===== config.mk =====
export PLATFORM = sky130hd
export DESIGN_NAME = tfp_timer_flags
export DESIGN_NICKNAME = d
export VERILOG_FILES = /design/src/rtl/tfp_pkg.sv /design/src/rtl/tfp_timer_flags.sv
export VERILOG_INCLUDE_DIRS = /design/src /design/src/rtl
export SDC_FILE = /design/constraint.sdc
export NUM_CORES = 1
export LEC_CHECK = 0
export ABC_AREA = 1
export BUFFER_PORTS_ARGS = -buffer_cell sky130_fd_sc_hd__buf_4
export CORE_ASPECT_RATIO = 0.6
export CORE_MARGIN = 2
export CORE_UTILIZATION = 54
export CTS_CLUSTER_SIZE = 12
export DETAILED_ROUTE_END_ITERATION = 6
export HOLD_SLACK_MARGIN = 0.03
export PLACE_DENSITY = 0.8
export SYNTH_ARGS = -nofsm -noshare
export SYNTH_HDL_FRONTEND = slang
export SYNTH_SLANG_ARGS = --single-unit

===== constraint.sdc =====
create_clock -name clk_i -period 2.2 [get_ports clk_i]
set_input_delay 0.44 -clock clk_i [delete_from_list [all_inputs] [get_ports clk_i]]
set_output_delay 0.44 -clock clk_i [all_outputs]
set_load 0.01 [all_outputs]

===== src/rtl/tfp_cfg.svh =====
// constants for the timer flag, prescaler and periodic interrupt block
// Notes on behaviour
// - flags clear only by writing one
// - compare match sets its compare flag
// - shared flag follows selected capture/compare function
// - capture edge sets its capture flag
// - first flags pair with first masks
// - upper four masks gate second flags
// - counter wrap sets overflow flag
// - overflow enable gates overflow interrupt
// - prescale codes divide by 1,4,8,16
// - prescale written once within 64 cycles
// - second flag bits 3..0 read zero
// - second mask bits 3..2 read zero
// - periodic clock E/2^13, rate divides further
// - periodic chain runs free, reset only
// - period timed from free chain bits, not from previous timeout
// - timeout sets periodic flag, enable gates irq
// - full period before first periodic flag
// - writing bit 6 clears periodic flag
// - accumulator rollover sets bit 5 flag
// - accumulator edge sets bit 4 flag
`ifndef TFP_CFG_SVH
`define TFP_CFG_SVH
`define TFP_ADDR_FLG1     12'h000
`define TFP_ADDR_MSK1     12'h004
`define TFP_ADDR_MSK2     12'h008
`define TFP_ADDR_FLG2     12'h00c
`define TFP_ADDR_ACCUMULATOR_PERIODIC_CONTROL    12'h010
`define TFP_ADDR_CNT      12'h014
`define TFP_FLG2_MASK     8'hf0
`define TFP_MSK2_MASK     8'hf3
`define TFP_BIT_OVF       7
`define TFP_BIT_RTI       6
`define TFP_BIT_PAOV      5
`define TFP_BIT_PAI       4
`define TFP_BIT_SEL       2
`define TFP_PR_LO         0
`define TFP_RTR_LO        0
`define TFP_PR_WINDOW     7'h40
`define TFP_RTI_BASE_BITS 13
`define TFP_RTI_CNT_W     16
`endif


===== src/rtl/tfp_pkg.sv =====
// types for the timer flag, prescaler and periodic interrupt block
package tfp_pkg;
  typedef struct packed {
    logic [7:0]  flg1;
    logic [7:0]  msk1;
    logic [7:0]  msk2;
    logic [7:0]  flg2;
    logic [7:0]  accumulator_periodic_control;
    logic [15:0] cnt;
    logic [3:0]  pre;
    logic [6:0]  age;
    logic        pr_done;
    logic [15:0] rti;
    logic        irq;
    logic        pready;
    logic        pslverr;
    logic [31:0] prdata;
  } tfp_state_t;
  typedef struct packed {
    logic [4:0] cmp_match;
    logic [2:0] cap_edge;
    logic       cap4_edge;
    logic       acc_roll;
    logic       acc_edge;
  } tfp_events_t;
endpackage


===== src/rtl/tfp_timer_flags.sv =====
// flag, mask, prescaler and periodic interrupt logic with apb registers
//
// Design decisions made here: the register offsets and the APB interface to the registers.
`timescale 1ns/100ps
`include "tfp_cfg.svh"
module tfp_timer_flags
  import tfp_pkg::*;
(
  input  wire logic        clk_i,
  input  wire logic        rst_i,
  input  wire logic        psel_i,
  input  wire logic        penable_i,
  input  wire logic        pwrite_i,
  input  wire logic [11:0] paddr_i,
  input  wire logic [31:0] pwdata_i,
  input  wire tfp_events_t events_i,
  input  wire logic        normal_mode_i,
  output logic [31:0]      prdata_o,
  output logic             pready_o,
  output logic             pslverr_o,
  output logic             irq_o,
  output logic [15:0]      counter_o,
  output logic             capture_compare_select_o
);
  tfp_state_t s;
  tfp_state_t next_s;
  logic       acc;
  logic       wr;
  logic [7:0] wd;
  logic [7:0] set1;
  logic [7:0] set2;
  logic       tick;
  logic       rti_to;
  logic [15:0] rti_mask;

  assign acc = psel_i && penable_i && !s.pready;
  assign wr  = acc && pwrite_i;
  assign wd  = pwdata_i[7:0];

  // prescaler tick: codes divide by 1, 4, 8, 16
  always_comb
  begin
    unique case (s.msk2[`TFP_PR_LO +: 2])
      2'b00: tick = 1'b1;
      2'b01: tick = (s.pre[1:0] == 2'h3);
      2'b10: tick = (s.pre[2:0] == 3'h7);
      2'b11: tick = (s.pre == 4'hf);
    endcase
  end

  // periodic timeout mask: E/2^13 divided by 1, 2, 4 or 8
  always_comb
  begin
    rti_mask = 16'((32'h1 << (`TFP_RTI_BASE_BITS + 32'(s.accumulator_periodic_control[`TFP_RTR_LO +: 2]))) - 1);
  end
  // timed from the low bits of the free chain, not from the previous timeout
  assign rti_to = ((s.rti & rti_mask) == rti_mask);

  // event set vectors
  always_comb
  begin
    set1 = {s.flg1[7:0] & 8'h00};
    set1[7:3] = events_i.cmp_match;
    set1[2:0] = events_i.cap_edge;
    // shared flag follows the selected function
    set1[`TFP_BIT_SEL + 1] = s.accumulator_periodic_control[`TFP_BIT_SEL] ? events_i.cap4_edge
                                                    : events_i.cmp_match[0];
    set1[7:4] = events_i.cmp_match[4:1];
    set2 = 8'h00;
    set2[`TFP_BIT_OVF]  = tick && (s.cnt == 16'hffff);
    set2[`TFP_BIT_RTI]  = rti_to;
    set2[`TFP_BIT_PAOV] = events_i.acc_roll;
    set2[`TFP_BIT_PAI]  = events_i.acc_edge;
  end

  // next state
  always_comb
  begin
    next_s = s;
    next_s.pready  = acc;
    next_s.pslverr = 1'b0;
    next_s.rti = s.rti + 16'h1; // free running, reset only
    next_s.pre = s.pre + 4'h1;
    if (tick)
      next_s.cnt = s.cnt + 16'h1;
    if (s.age != `TFP_PR_WINDOW)
      next_s.age = s.age + 7'h1;
    // write one clears, set wins
    next_s.flg1 = (s.flg1 & ~(wr && paddr_i == `TFP_ADDR_FLG1 ? wd : 8'h00)) | set1;
    next_s.flg2 = ((s.flg2 & ~(wr && paddr_i == `TFP_ADDR_FLG2 ? wd : 8'h00)) | set2)
                  & `TFP_FLG2_MASK;
    if (wr)
    begin
      unique case (paddr_i)
        `TFP_ADDR_MSK1: next_s.msk1 = wd;
        `TFP_ADDR_MSK2:
        begin
          next_s.msk2[7:4] = wd[7:4];
          // single early write in normal modes
          if (!normal_mode_i || (!s.pr_done && s.age != `TFP_PR_WINDOW))
          begin
            next_s.msk2[`TFP_PR_LO +: 2] = wd[`TFP_PR_LO +: 2];
            next_s.pr_done = normal_mode_i;
          end
        end
        `TFP_ADDR_ACCUMULATOR_PERIODIC_CONTROL: next_s.accumulator_periodic_control = wd;
        `TFP_ADDR_FLG1, `TFP_ADDR_FLG2, `TFP_ADDR_CNT: ;
        default: next_s.pslverr = acc;
      endcase
    end
    else if (acc)
    begin
      unique case (paddr_i)
        `TFP_ADDR_FLG1:  next_s.prdata = {24'h0, s.flg1};
        `TFP_ADDR_MSK1:  next_s.prdata = {24'h0, s.msk1};
        `TFP_ADDR_MSK2:  next_s.prdata = {24'h0, s.msk2 & `TFP_MSK2_MASK};
        `TFP_ADDR_FLG2:  next_s.prdata = {24'h0, s.flg2 & `TFP_FLG2_MASK};
        `TFP_ADDR_ACCUMULATOR_PERIODIC_CONTROL: next_s.prdata = {24'h0, s.accumulator_periodic_control};
        `TFP_ADDR_CNT:   next_s.prdata = {16'h0, s.cnt};
        default:
        begin
          next_s.prdata  = 32'h0;
          next_s.pslverr = 1'b1;
        end
      endcase
    end
    // mask pairs gate the request
    next_s.irq = |(next_s.flg1 & next_s.msk1) |
                 |(next_s.flg2 & next_s.msk2 & `TFP_FLG2_MASK);
  end

  // state register
  always_ff @(posedge clk_i)
  begin
    if (rst_i)
      s <= '0;
    else
      s <= next_s;
  end

  assign prdata_o  = s.prdata;
  assign pready_o  = s.pready;
  assign pslverr_o = s.pslverr;
  assign irq_o     = s.irq;
  assign counter_o = s.cnt;
  assign capture_compare_select_o = s.accumulator_periodic_control[`TFP_BIT_SEL];

  a_flag_clear: assert property (@(posedge clk_i) disable iff (rst_i)
    (wr && paddr_i == `TFP_ADDR_FLG2 && wd[`TFP_BIT_RTI] && !rti_to)
    |=> !s.flg2[`TFP_BIT_RTI]) else $error("periodic flag not cleared");
  a_set_wins: assert property (@(posedge clk_i) disable iff (rst_i)
    events_i.cmp_match[4] |=> s.flg1[7]) else $error("compare set lost");
  a_zero_write: assert property (@(posedge clk_i) disable iff (rst_i)
    (s.flg1[0] && !(wr && paddr_i == `TFP_ADDR_FLG1 && wd[0])) |=> s.flg1[0])
    else $error("flag lost without clear");
  a_wrap_flag: assert property (@(posedge clk_i) disable iff (rst_i)
    (tick && s.cnt == 16'hffff) |=> (s.cnt == 16'h0 && s.flg2[`TFP_BIT_OVF]))
    else $error("overflow flag missing");
  a_irq_pair: assert property (@(posedge clk_i) disable iff (rst_i)
    (s.flg2[`TFP_BIT_OVF] && s.msk2[`TFP_BIT_OVF]) |-> s.irq)
    else $error("overflow irq missing");
  a_flg2_low: assert property (@(posedge clk_i) disable iff (rst_i)
    s.flg2[3:0] == 4'h0) else $error("low flag bits set");
  a_pr_lock: assert property (@(posedge clk_i) disable iff (rst_i)
    (normal_mode_i && s.pr_done) |=> $stable(s.msk2[1:0]))
    else $error("prescale changed twice");
  // every periodic timeout lands in the periodic flag
  a_rti_set: assert property (@(posedge clk_i) disable iff (rst_i)
    rti_to |=> s.flg2[`TFP_BIT_RTI]) else $error("periodic flag not set");

  // the periodic chain advances by one on every clock, whatever software does
  a_rti_free: assert property (@(posedge clk_i) disable iff (rst_i)
    1'b1 |=> (s.rti == $past(s.rti) + 16'h1)) else $error("periodic chain stalled");

  // two timeouts never follow back to back, the period is counted out
  a_rti_gap: assert property (@(posedge clk_i) disable iff (rst_i)
    rti_to |=> !rti_to) else $error("periodic timeout repeated");

  // the periodic flag only rises after a timeout of the chain
  a_rti_source: assert property (@(posedge clk_i) disable iff (rst_i)
    $rose(s.flg2[`TFP_BIT_RTI]) |-> $past(rti_to)) else $error("periodic flag rose early");

  // a raised periodic flag with its enable requests the interrupt
  a_rti_irq: assert property (@(posedge clk_i) disable iff (rst_i)
    (s.flg2[`TFP_BIT_RTI] && s.msk2[`TFP_BIT_RTI]) |-> s.irq)
    else $error("periodic irq missing");

  // counter moves by exactly one on each prescaler tick
  a_cnt_tick: assert property (@(posedge clk_i) disable iff (rst_i)
    tick |=> (s.cnt == $past(s.cnt) + 16'h1)) else $error("counter missed a tick");

  // counter holds between prescaler ticks
  a_cnt_hold: assert property (@(posedge clk_i) disable iff (rst_i)
    !tick |=> $stable(s.cnt)) else $error("counter moved without tick");

  // the overflow flag only rises from a wrap of the counter
  a_ovf_source: assert property (@(posedge clk_i) disable iff (rst_i)
    $rose(s.flg2[`TFP_BIT_OVF]) |-> ($past(s.cnt) == 16'hffff && s.cnt == 16'h0))
    else $error("overflow flag without wrap");

  // capture edge on a channel sets its capture flag
  a_cap_set: assert property (@(posedge clk_i) disable iff (rst_i)
    events_i.cap_edge[0] |=> s.flg1[0]) else $error("capture flag missing");

  // shared flag follows compare when the compare function is selected
  a_shared_cmp: assert property (@(posedge clk_i) disable iff (rst_i)
    (!s.accumulator_periodic_control[`TFP_BIT_SEL] && events_i.cmp_match[0]) |=> s.flg1[`TFP_BIT_SEL + 1])
    else $error("shared compare flag missing");

  // shared flag follows capture when the capture function is selected
  a_shared_cap: assert property (@(posedge clk_i) disable iff (rst_i)
    (s.accumulator_periodic_control[`TFP_BIT_SEL] && events_i.cap4_edge) |=> s.flg1[`TFP_BIT_SEL + 1])
    else $error("shared capture flag missing");

  // compare match on the second channel sets its flag
  a_cmp_set: assert property (@(posedge clk_i) disable iff (rst_i)
    events_i.cmp_match[1] |=> s.flg1[4]) else $error("compare flag missing");

  // accumulator rollover sets its flag
  a_acc_roll: assert property (@(posedge clk_i) disable iff (rst_i)
    events_i.acc_roll |=> s.flg2[`TFP_BIT_PAOV]) else $error("rollover flag missing");

  // accumulator input edge sets its flag
  a_acc_edge: assert property (@(posedge clk_i) disable iff (rst_i)
    events_i.acc_edge |=> s.flg2[`TFP_BIT_PAI]) else $error("edge flag missing");

  // a first-register flag with its mask raises the request
  a_pair_one: assert property (@(posedge clk_i) disable iff (rst_i)
    (s.flg1[0] && s.msk1[0]) |-> s.irq) else $error("first pair irq missing");

  // with no flag and mask pair set the request is released
  a_irq_idle: assert property (@(posedge clk_i) disable iff (rst_i)
    (!(|(s.flg1 & s.msk1)) && !(|(s.flg2 & s.msk2 & `TFP_FLG2_MASK))) |-> !s.irq)
    else $error("irq without source");

  // reads of the second flag register show zero in the low nibble
  a_flg2_read: assert property (@(posedge clk_i) disable iff (rst_i)
    (acc && !pwrite_i && paddr_i == `TFP_ADDR_FLG2) |=> (s.prdata[3:0] == 4'h0))
    else $error("flag low bits read back");

  // reads of the second mask register show zero in bits 3 and 2
  a_msk2_read: assert property (@(posedge clk_i) disable iff (rst_i)
    (acc && !pwrite_i && paddr_i == `TFP_ADDR_MSK2) |=> (s.prdata[3:2] == 2'h0))
    else $error("mask unused bits read back");

  // an access always gets its ready one cycle later
  a_ready_once: assert property (@(posedge clk_i) disable iff (rst_i)
    acc |=> s.pready) else $error("ready missing");

  // ready is a single-cycle pulse
  a_ready_pulse: assert property (@(posedge clk_i) disable iff (rst_i)
    s.pready |=> !s.pready) else $error("ready stuck high");

  // the prescale field locks once the early window is over
  a_pr_window: assert property (@(posedge clk_i) disable iff (rst_i)
    (normal_mode_i && s.age == `TFP_PR_WINDOW) |=> $stable(s.msk2[1:0]))
    else $error("prescale changed late");
  a_rti_period: assert property (@(posedge clk_i) disable iff (rst_i)
    (s.rti < 16'h1fff) |-> !set2[`TFP_BIT_RTI]) else $error("early timeout");
endmodule


==> results of run 1 <==
final timing paths:
path,from,endpoint,cells past startpoint
min reg2reg,s[35],s[35],1
min,events_i[4],s[112],3
max reg2reg,s[59],counter_o[9],13
max,s[59],counter_o[9],13
layer usage:
metal	GRT usage [%]	part of all wire [%]	vias to the layer above
li1	-	-	2276
met1	36.1	46	2059
met2	38.1	43	212
met3	6.83	9.7	16
met4	5.82	0.89	0
met5	0	0	-
Yosys cell counts, types with 2 or more instances:
| cell type | instances | area (sq um) |
|---|---|---|
| clkbuf_1 | 9 | 33.8 |
| o21ai_2 | 4 | 35.0 |
| xor2_1 | 7 | 61.3 |
| a31oi_1 | 2 | 12.5 |
| dfxtp_1 | 97 | 1940 |
| nor4_1 | 3 | 18.8 |
| nor3_4 | 2 | 32.5 |
| buf_1 | 2 | 7.51 |
| buf_2 | 5 | 25.0 |
| a211oi_1 | 4 | 30.0 |
| nand4_1 | 23 | 144 |
| nor2_1 | 65 | 244 |
| nand3_1 | 22 | 110 |
| inv_2 | 2 | 7.51 |
| o22ai_1 | 7 | 43.8 |
| nand2_1 | 128 | 480 |
| xnor2_1 | 3 | 26.3 |
| o21ai_0 | 49 | 245 |
| buf_4 | 49 | 368 |
| nor3_1 | 14 | 70.1 |
| inv_1 | 97 | 364 |
| nand2_2 | 5 | 31.3 |
| a21oi_1 | 70 | 350 |
| ha_1 | 6 | 75.1 |
| nor2_4 | 3 | 33.8 |
| nand3_2 | 2 | 20.0 |
registers in the layout, indices dropped and copies added, names as in the netlist:
signal                    cells
capture_compare_select_o      1
counter_o                    16
irq_o                         1
prdata_o                     16
pready_o                      1
pslverr_o                     1
s                            61
what timing repair did:
item,CTS,global route
gates resized for setup,0,1
hold endpoints to repair,0,0
hold buffers,0,0
endpoints found under the setup margin,0,1
area by class of cell:
class                   instances  area share, %
clock buffers                  12           4.19
inverters                      99           6.59
repair buffers                 87           11.6
well taps                     112           2.49
clock inverters                 4           1.38
multi-input cells             446           39.3
flip-flops and latches         97           34.4
worst max-delay path, stage by stage, from the launching register on:
cell     delay [ns]
dfxtp_1        0.32
ha_1           0.21
ha_1           0.17
o21ai_0        0.20
nand2_2        0.16
inv_1          0.21
nor2_1         0.08
inv_1          0.09
nor2_1         0.05
inv_1          0.07
nor2_1         0.04
inv_1          0.06
o21ai_0        0.08
a21oi_1        0.13
report_power, final:
group,switching [uW],total (uW),internal (uW)
clock network,666,1670,1000
registers,32.0,1830,1800
logic,165,274,109
through the flow:
step	utilization (%)	power [uW]	instance area, sq um	setup slack (ns)	cells
3_3_place_gp	61.3	2120	5320	0.0720	841
4_1_cts	64.9	3780	5640	0.208	857
3_5_place_dp	61.3	2140	5320	0.0245	841
2_1_floorplan	-	2040	4970	0.513	708
5_1_grt	64.9	3890	5640	0.0189	857
6_report	64.9	3770	5640	0.251	857
cell families after synthesis:
family | synth area share [%]
mux | 0.204
other cells | 0.0763
buf+inv | 16.6
xor+xnor | 1.78
simple gates | 25.1
compound gates | 15.2
fa+ha+maj | 1.53
flops | 39.5
==> flow_summary.ini, run 1 <==
[synthesis]
dominantRegCellSynth = dfxtp_1
synth_area_per_cell_sq_um = 7.10
yosys_register_bits = 97
synth_cell_types = 39
yosysWarnings = 0
async_reset_ff_share_pct = 0
yosysSeqAreaShare_pct = 39.5
synthCells = 693
synth_cell_area_sq_um = 4920
synth-edff-count = 0

[critical_path]
ff2ff_setup_slack_ns = 0.25
crit_path_max_fanout = 7
worst_setup_path_category = register to register
cp.required_ns = 2.49
setup.worst_path.start_class = register
arrival_ns = 2.24
timing.critical_path.to_type = register

[layout]
area_growth_pct = 14.7
filler_cells_inserted = 760
final-seq-area_sq_um = 1940
multi_input_combinational_cell_area_sq_um = 2220
mostFrequentLayoutCells = 127 x nand2_1, 97 x inv_1, 97 x dfxtp_1
layout-drive-gt1-share_pct = 16.4
layout.cells.most_common = nand2_1
insertedDiodeCount = 0
design.final.nets = 807

[sta]
final-max-slew-violation-count = 0
timing_hold_violations_final = 0
timing.clock.skew_ns = 0.0109
period_minus_slack_ns = 1.95
finalCritPeriodShare_pct = 88.6
max_freq_ghz = 0.513
setup_violations = 0
grt_setup_unrepaired = no
fin_hold_ws_ns = 0.368
fin_tns_setup_ns = 0

[clock_network]
worst_skew_pair.late_latency_ns = 0.35
cts_buffer_depth = 2
cts_htree_levels = 3
clock_sinks = 97
clkTransAtPathRegs_ns = 0.07
tritoncts_clock_tree = built
number_of_buffers_added_for_setup_after_cts = 0
cts_made_buffers = 9
clockRootBuffer = clkbuf_16

[min_path]
path_type_of_the_worst_min_delay_path = input port to register

[pwr]
ir_drop_mv = 0.412
power.leakage_uw = 0.00241
power-per-cell-area_nw_per_um2 = 669

[flow_run]
drv_cap = 0

[grt]
antenna_found_initial = 0
grt_max_degree = 42
grt_pass1_vias = 4099
grt_usage_pct = 25.3
grt_first_pass_wirelength_mm = 19.9
total_global_routing_overflow = 0

[routing]
antenna_left = 0
drt_drc_violations_left = 0
detailed_route_iter0_violations = 530
routed_via_density = 5.32
drt-pass1-iter-count = 5
detailroute.via_count = 4563
routed_wirelength_mm = 12.3
post_drt_wl_per_cell_um = 14.4

[placed_design]
finalWeightedCongestion = 0.917
buffer_ports.inserted = 72
post-dp-hpwl_mm = 9.09

[floorplanning]
fp.dieH_um = 77.9
design.core.area_sq_um = 8690
rows = 26
die_w_um = 127
die_area_sq_um = 9910
floorplan.io_pins = 113
start_util_pct = 56.6

[run_status]
run_status = complete, no violations
No activity file was read; power rests on OpenSTA's default activity.
==> run 2, diff against run 1 <==
--- a/config.mk
+++ b/config.mk
@@ -6,7 +6,6 @@
 export SDC_FILE = /design/constraint.sdc
 export NUM_CORES = 1
 export LEC_CHECK = 0
-export ABC_AREA = 1
 export BUFFER_PORTS_ARGS = -buffer_cell sky130_fd_sc_hd__buf_4
 export CORE_ASPECT_RATIO = 0.6
 export CORE_MARGIN = 2
==> flow_summary.ini, run 2 <==
[run_status]
run_status = complete, no violations

[placed_design]
buffer_ports.inserted = 72
finalWeightedCongestion = 0.946
post-dp-hpwl_mm = 8.78

[sta]
final-max-slew-violation-count = 0
max_freq_ghz = 0.472
setup_violations = 0
period_minus_slack_ns = 2.12
grt_setup_unrepaired = no
fin_hold_ws_ns = 0.340
timing.clock.skew_ns = 0.00688
timing_hold_violations_final = 0
timing.slew.headroom_pct = 60.8
finalCritPeriodShare_pct = 96.2
actual_transition_at_the_worst_max_transition_pin_ns = 0.586

[floorplanning]
rows = 26
design.core.area_sq_um = 8650
start_util_pct = 56.5
floorplan.io_pins = 113
die_w_um = 127
fp.dieH_um = 77.7
die_area_sq_um = 9860

[pwr]
fin_total_pwr_uw = 3950
power-per-cell-area_nw_per_um2 = 681
power.leakage_uw = 0.00238
ir_drop_mv = 0.458

[layout]
filler_cells_inserted = 726
layout.cells.most_common = buf_4
layout-drive-gt1-share_pct = 23.9
final-seq-area_sq_um = 1940
largest_register_ff_count = 61
design.final.nets = 685
mostFrequentLayoutCells = 109 x buf_4, 97 x dfxtp_1, 72 x nor2_1
multi_input_combinational_cell_area_sq_um = 2470
insertedDiodeCount = 0
max_flop_register = s
area_growth_pct = 18.6
utilization_pct = 67.0

[synthesis]
synthCells = 554
biggest_area_consumer_among_synthesized_cells = dfxtp_1
synth_cell_area_sq_um = 4890
yosysWarnings = 0
synth.most_common_cell = dfxtp_1
synth-edff-count = 0
yosysSeqAreaShare_pct = 39.7
netlist_top_cells_area = dfxtp_1 40%, buf_4 7.8%, nor2_1 5.5%, mux2i_1 4.3%, xor2_1 4.1%
synthTopCellsByCount = 97 x dfxtp_1, 72 x nor2_1, 51 x buf_4
synth_area_per_cell_sq_um = 8.83
netlist.area_leader.share_pct = 39.7
yosys_register_bits = 97
async_reset_ff_share_pct = 0
dominantRegCellSynth = dfxtp_1
synth_cell_types = 59

[clock_network]
cts_htree_levels = 3
clockRootBuffer = clkbuf_16
clkTransAtPathRegs_ns = 0.07
cts_made_buffers = 9
cts_buffer_depth = 2
tritoncts_clock_tree = built
clock_sinks = 97
cts_hold_repair.buffers = 0
worst_skew_pair.late_latency_ns = 0.35

[flow_run]
drv_cap = 0

[grt]
grt_pass1_vias = 3878
antenna_found_initial = 0
grt_first_pass_wirelength_mm = 19.4
grt_max_degree = 47
total_global_routing_overflow = 0
grt_usage_pct = 24.9

[critical_path]
setup.worst_path.start_class = register
timing.critical_path.to_type = register
crit_path_max_fanout = 5
cp_num_buf_inv = 1
arrival_ns = 2.32
cp.required_ns = 2.40
crit_path_max_incr_delay_ns = 0.33
worst_setup_path_category = register to register
cell_by_cell_listing_of_the_critical_path = and4b_1 > buf_4 > nand3_1 > o31ai_1 > a22oi_1 > a2111oi_4 > a41oi_1
cp_slowest_cell = dfxtp_1
cpLargestDelayFamily = compound AO/OA/AOI/OAI gates

[routing]
routed_wirelength_mm = 12.0
drt-pass1-iter-count = 5
antenna_left = 0
post_drt_wl_per_cell_um = 16.3
detailed_route_iter0_violations = 407
detailroute.via_count = 4210
drt_drc_violations_left = 0
routed_via_density = 5.73

[min_path]
path_type_of_the_worst_min_delay_path = input port to register
[run 2: changes by cell type after synthesis, moves of 7 or more]
| cell | delta |
|---|---|
| nand4_1 | -14 |
| and3_1 | +13 |
| nand2_1 | -91 |
| xor2_1 | +16 |
| a21oi_1 | -37 |
| mux2i_1 | +20 |
| inv_1 | -90 |
| nor2_1 | +7 |
| nor2b_1 | +12 |
| o21ai_0 | -27 |
| nand3_1 | +10 |
| o22ai_1 | -7 |
[run 2: final cells by class]
| cell class | instances | share of cell area [%] |
|---|---|---|
| clock buffer | 9 | 3.88 |
| timing repair buffer | 112 | 15.1 |
| sequential | 97 | 33.5 |
| multi-input combinational | 391 | 42.6 |
| inverter | 7 | 0.453 |
| clock inverter | 7 | 2.01 |
| tap | 112 | 2.42 |
[run 2: path summary, 6_finish.rpt]
kind          startpoint     end  slack, ns  cells after the start
max             pready_o   irq_o       0.08                      7
max reg2reg     pready_o   irq_o       0.08                      7
min          events_i[9]  s[117]       0.34                      3
min reg2reg        s[59]   s[59]       0.45                      1
[run 2: power by group]
| group | internal (uW) | total [uW] | switching, uW |
|---|---|---|---|
| combinational | 142 | 310 | 168 |
| sequential | 1790 | 1830 | 33.0 |
| clock | 1110 | 1810 | 702 |
| total | 3050 | 3950 | 904 |
[run 2: repair_timing]
item                       CTS  global route
resized for setup            0             3
setup buffers                0             0
setup endpoints to repair    0             1
[run 2: cells by family after synthesis]
group | count (synthesis) | share of synthesized area (%)
compound gates | 88 | 11.6
mux | 26 | 6.14
other cells | 1 | 0.0767
buf+inv | 81 | 11.3
fa+ha+maj | 6 | 1.53
flops | 97 | 39.7
simple gates | 223 | 24.0
xor+xnor | 32 | 5.73
[run 2: layer usage]
| metal | global-route usage [%] | routed length (um) | vias up |
|---|---|---|---|
| li1 | - | - | 1999 |
| met1 | 34.9 | 5560 | 2031 |
| met2 | 39.1 | 5380 | 165 |
| met3 | 6.14 | 942 | 15 |
| met4 | 5.38 | 126 | 0 |
| met5 | 0 | 0 | - |
[run 2: tightest hold or removal path, stage by stage]
cell and delay (ns):
buf_4 0.08, a21oi_1 0.05, nor2_1 0.09
[run 2: through the flow]
| stage | cells | instance area [sq um] | setup slack (ns) | setup TNS (ns) |
|---|---|---|---|---|
| after floorplan | 569 | 4970 | 0.00220 | 0 |
| after global placement | 719 | 5460 | -0.159 | -1.18 |
| after detailed placement | 719 | 5460 | -0.217 | -1.44 |
| after CTS | 735 | 5800 | 0.114 | 0 |
| after global routing | 735 | 5800 | 0.00748 | 0 |
| final | 735 | 5800 | 0.0827 | 0 |
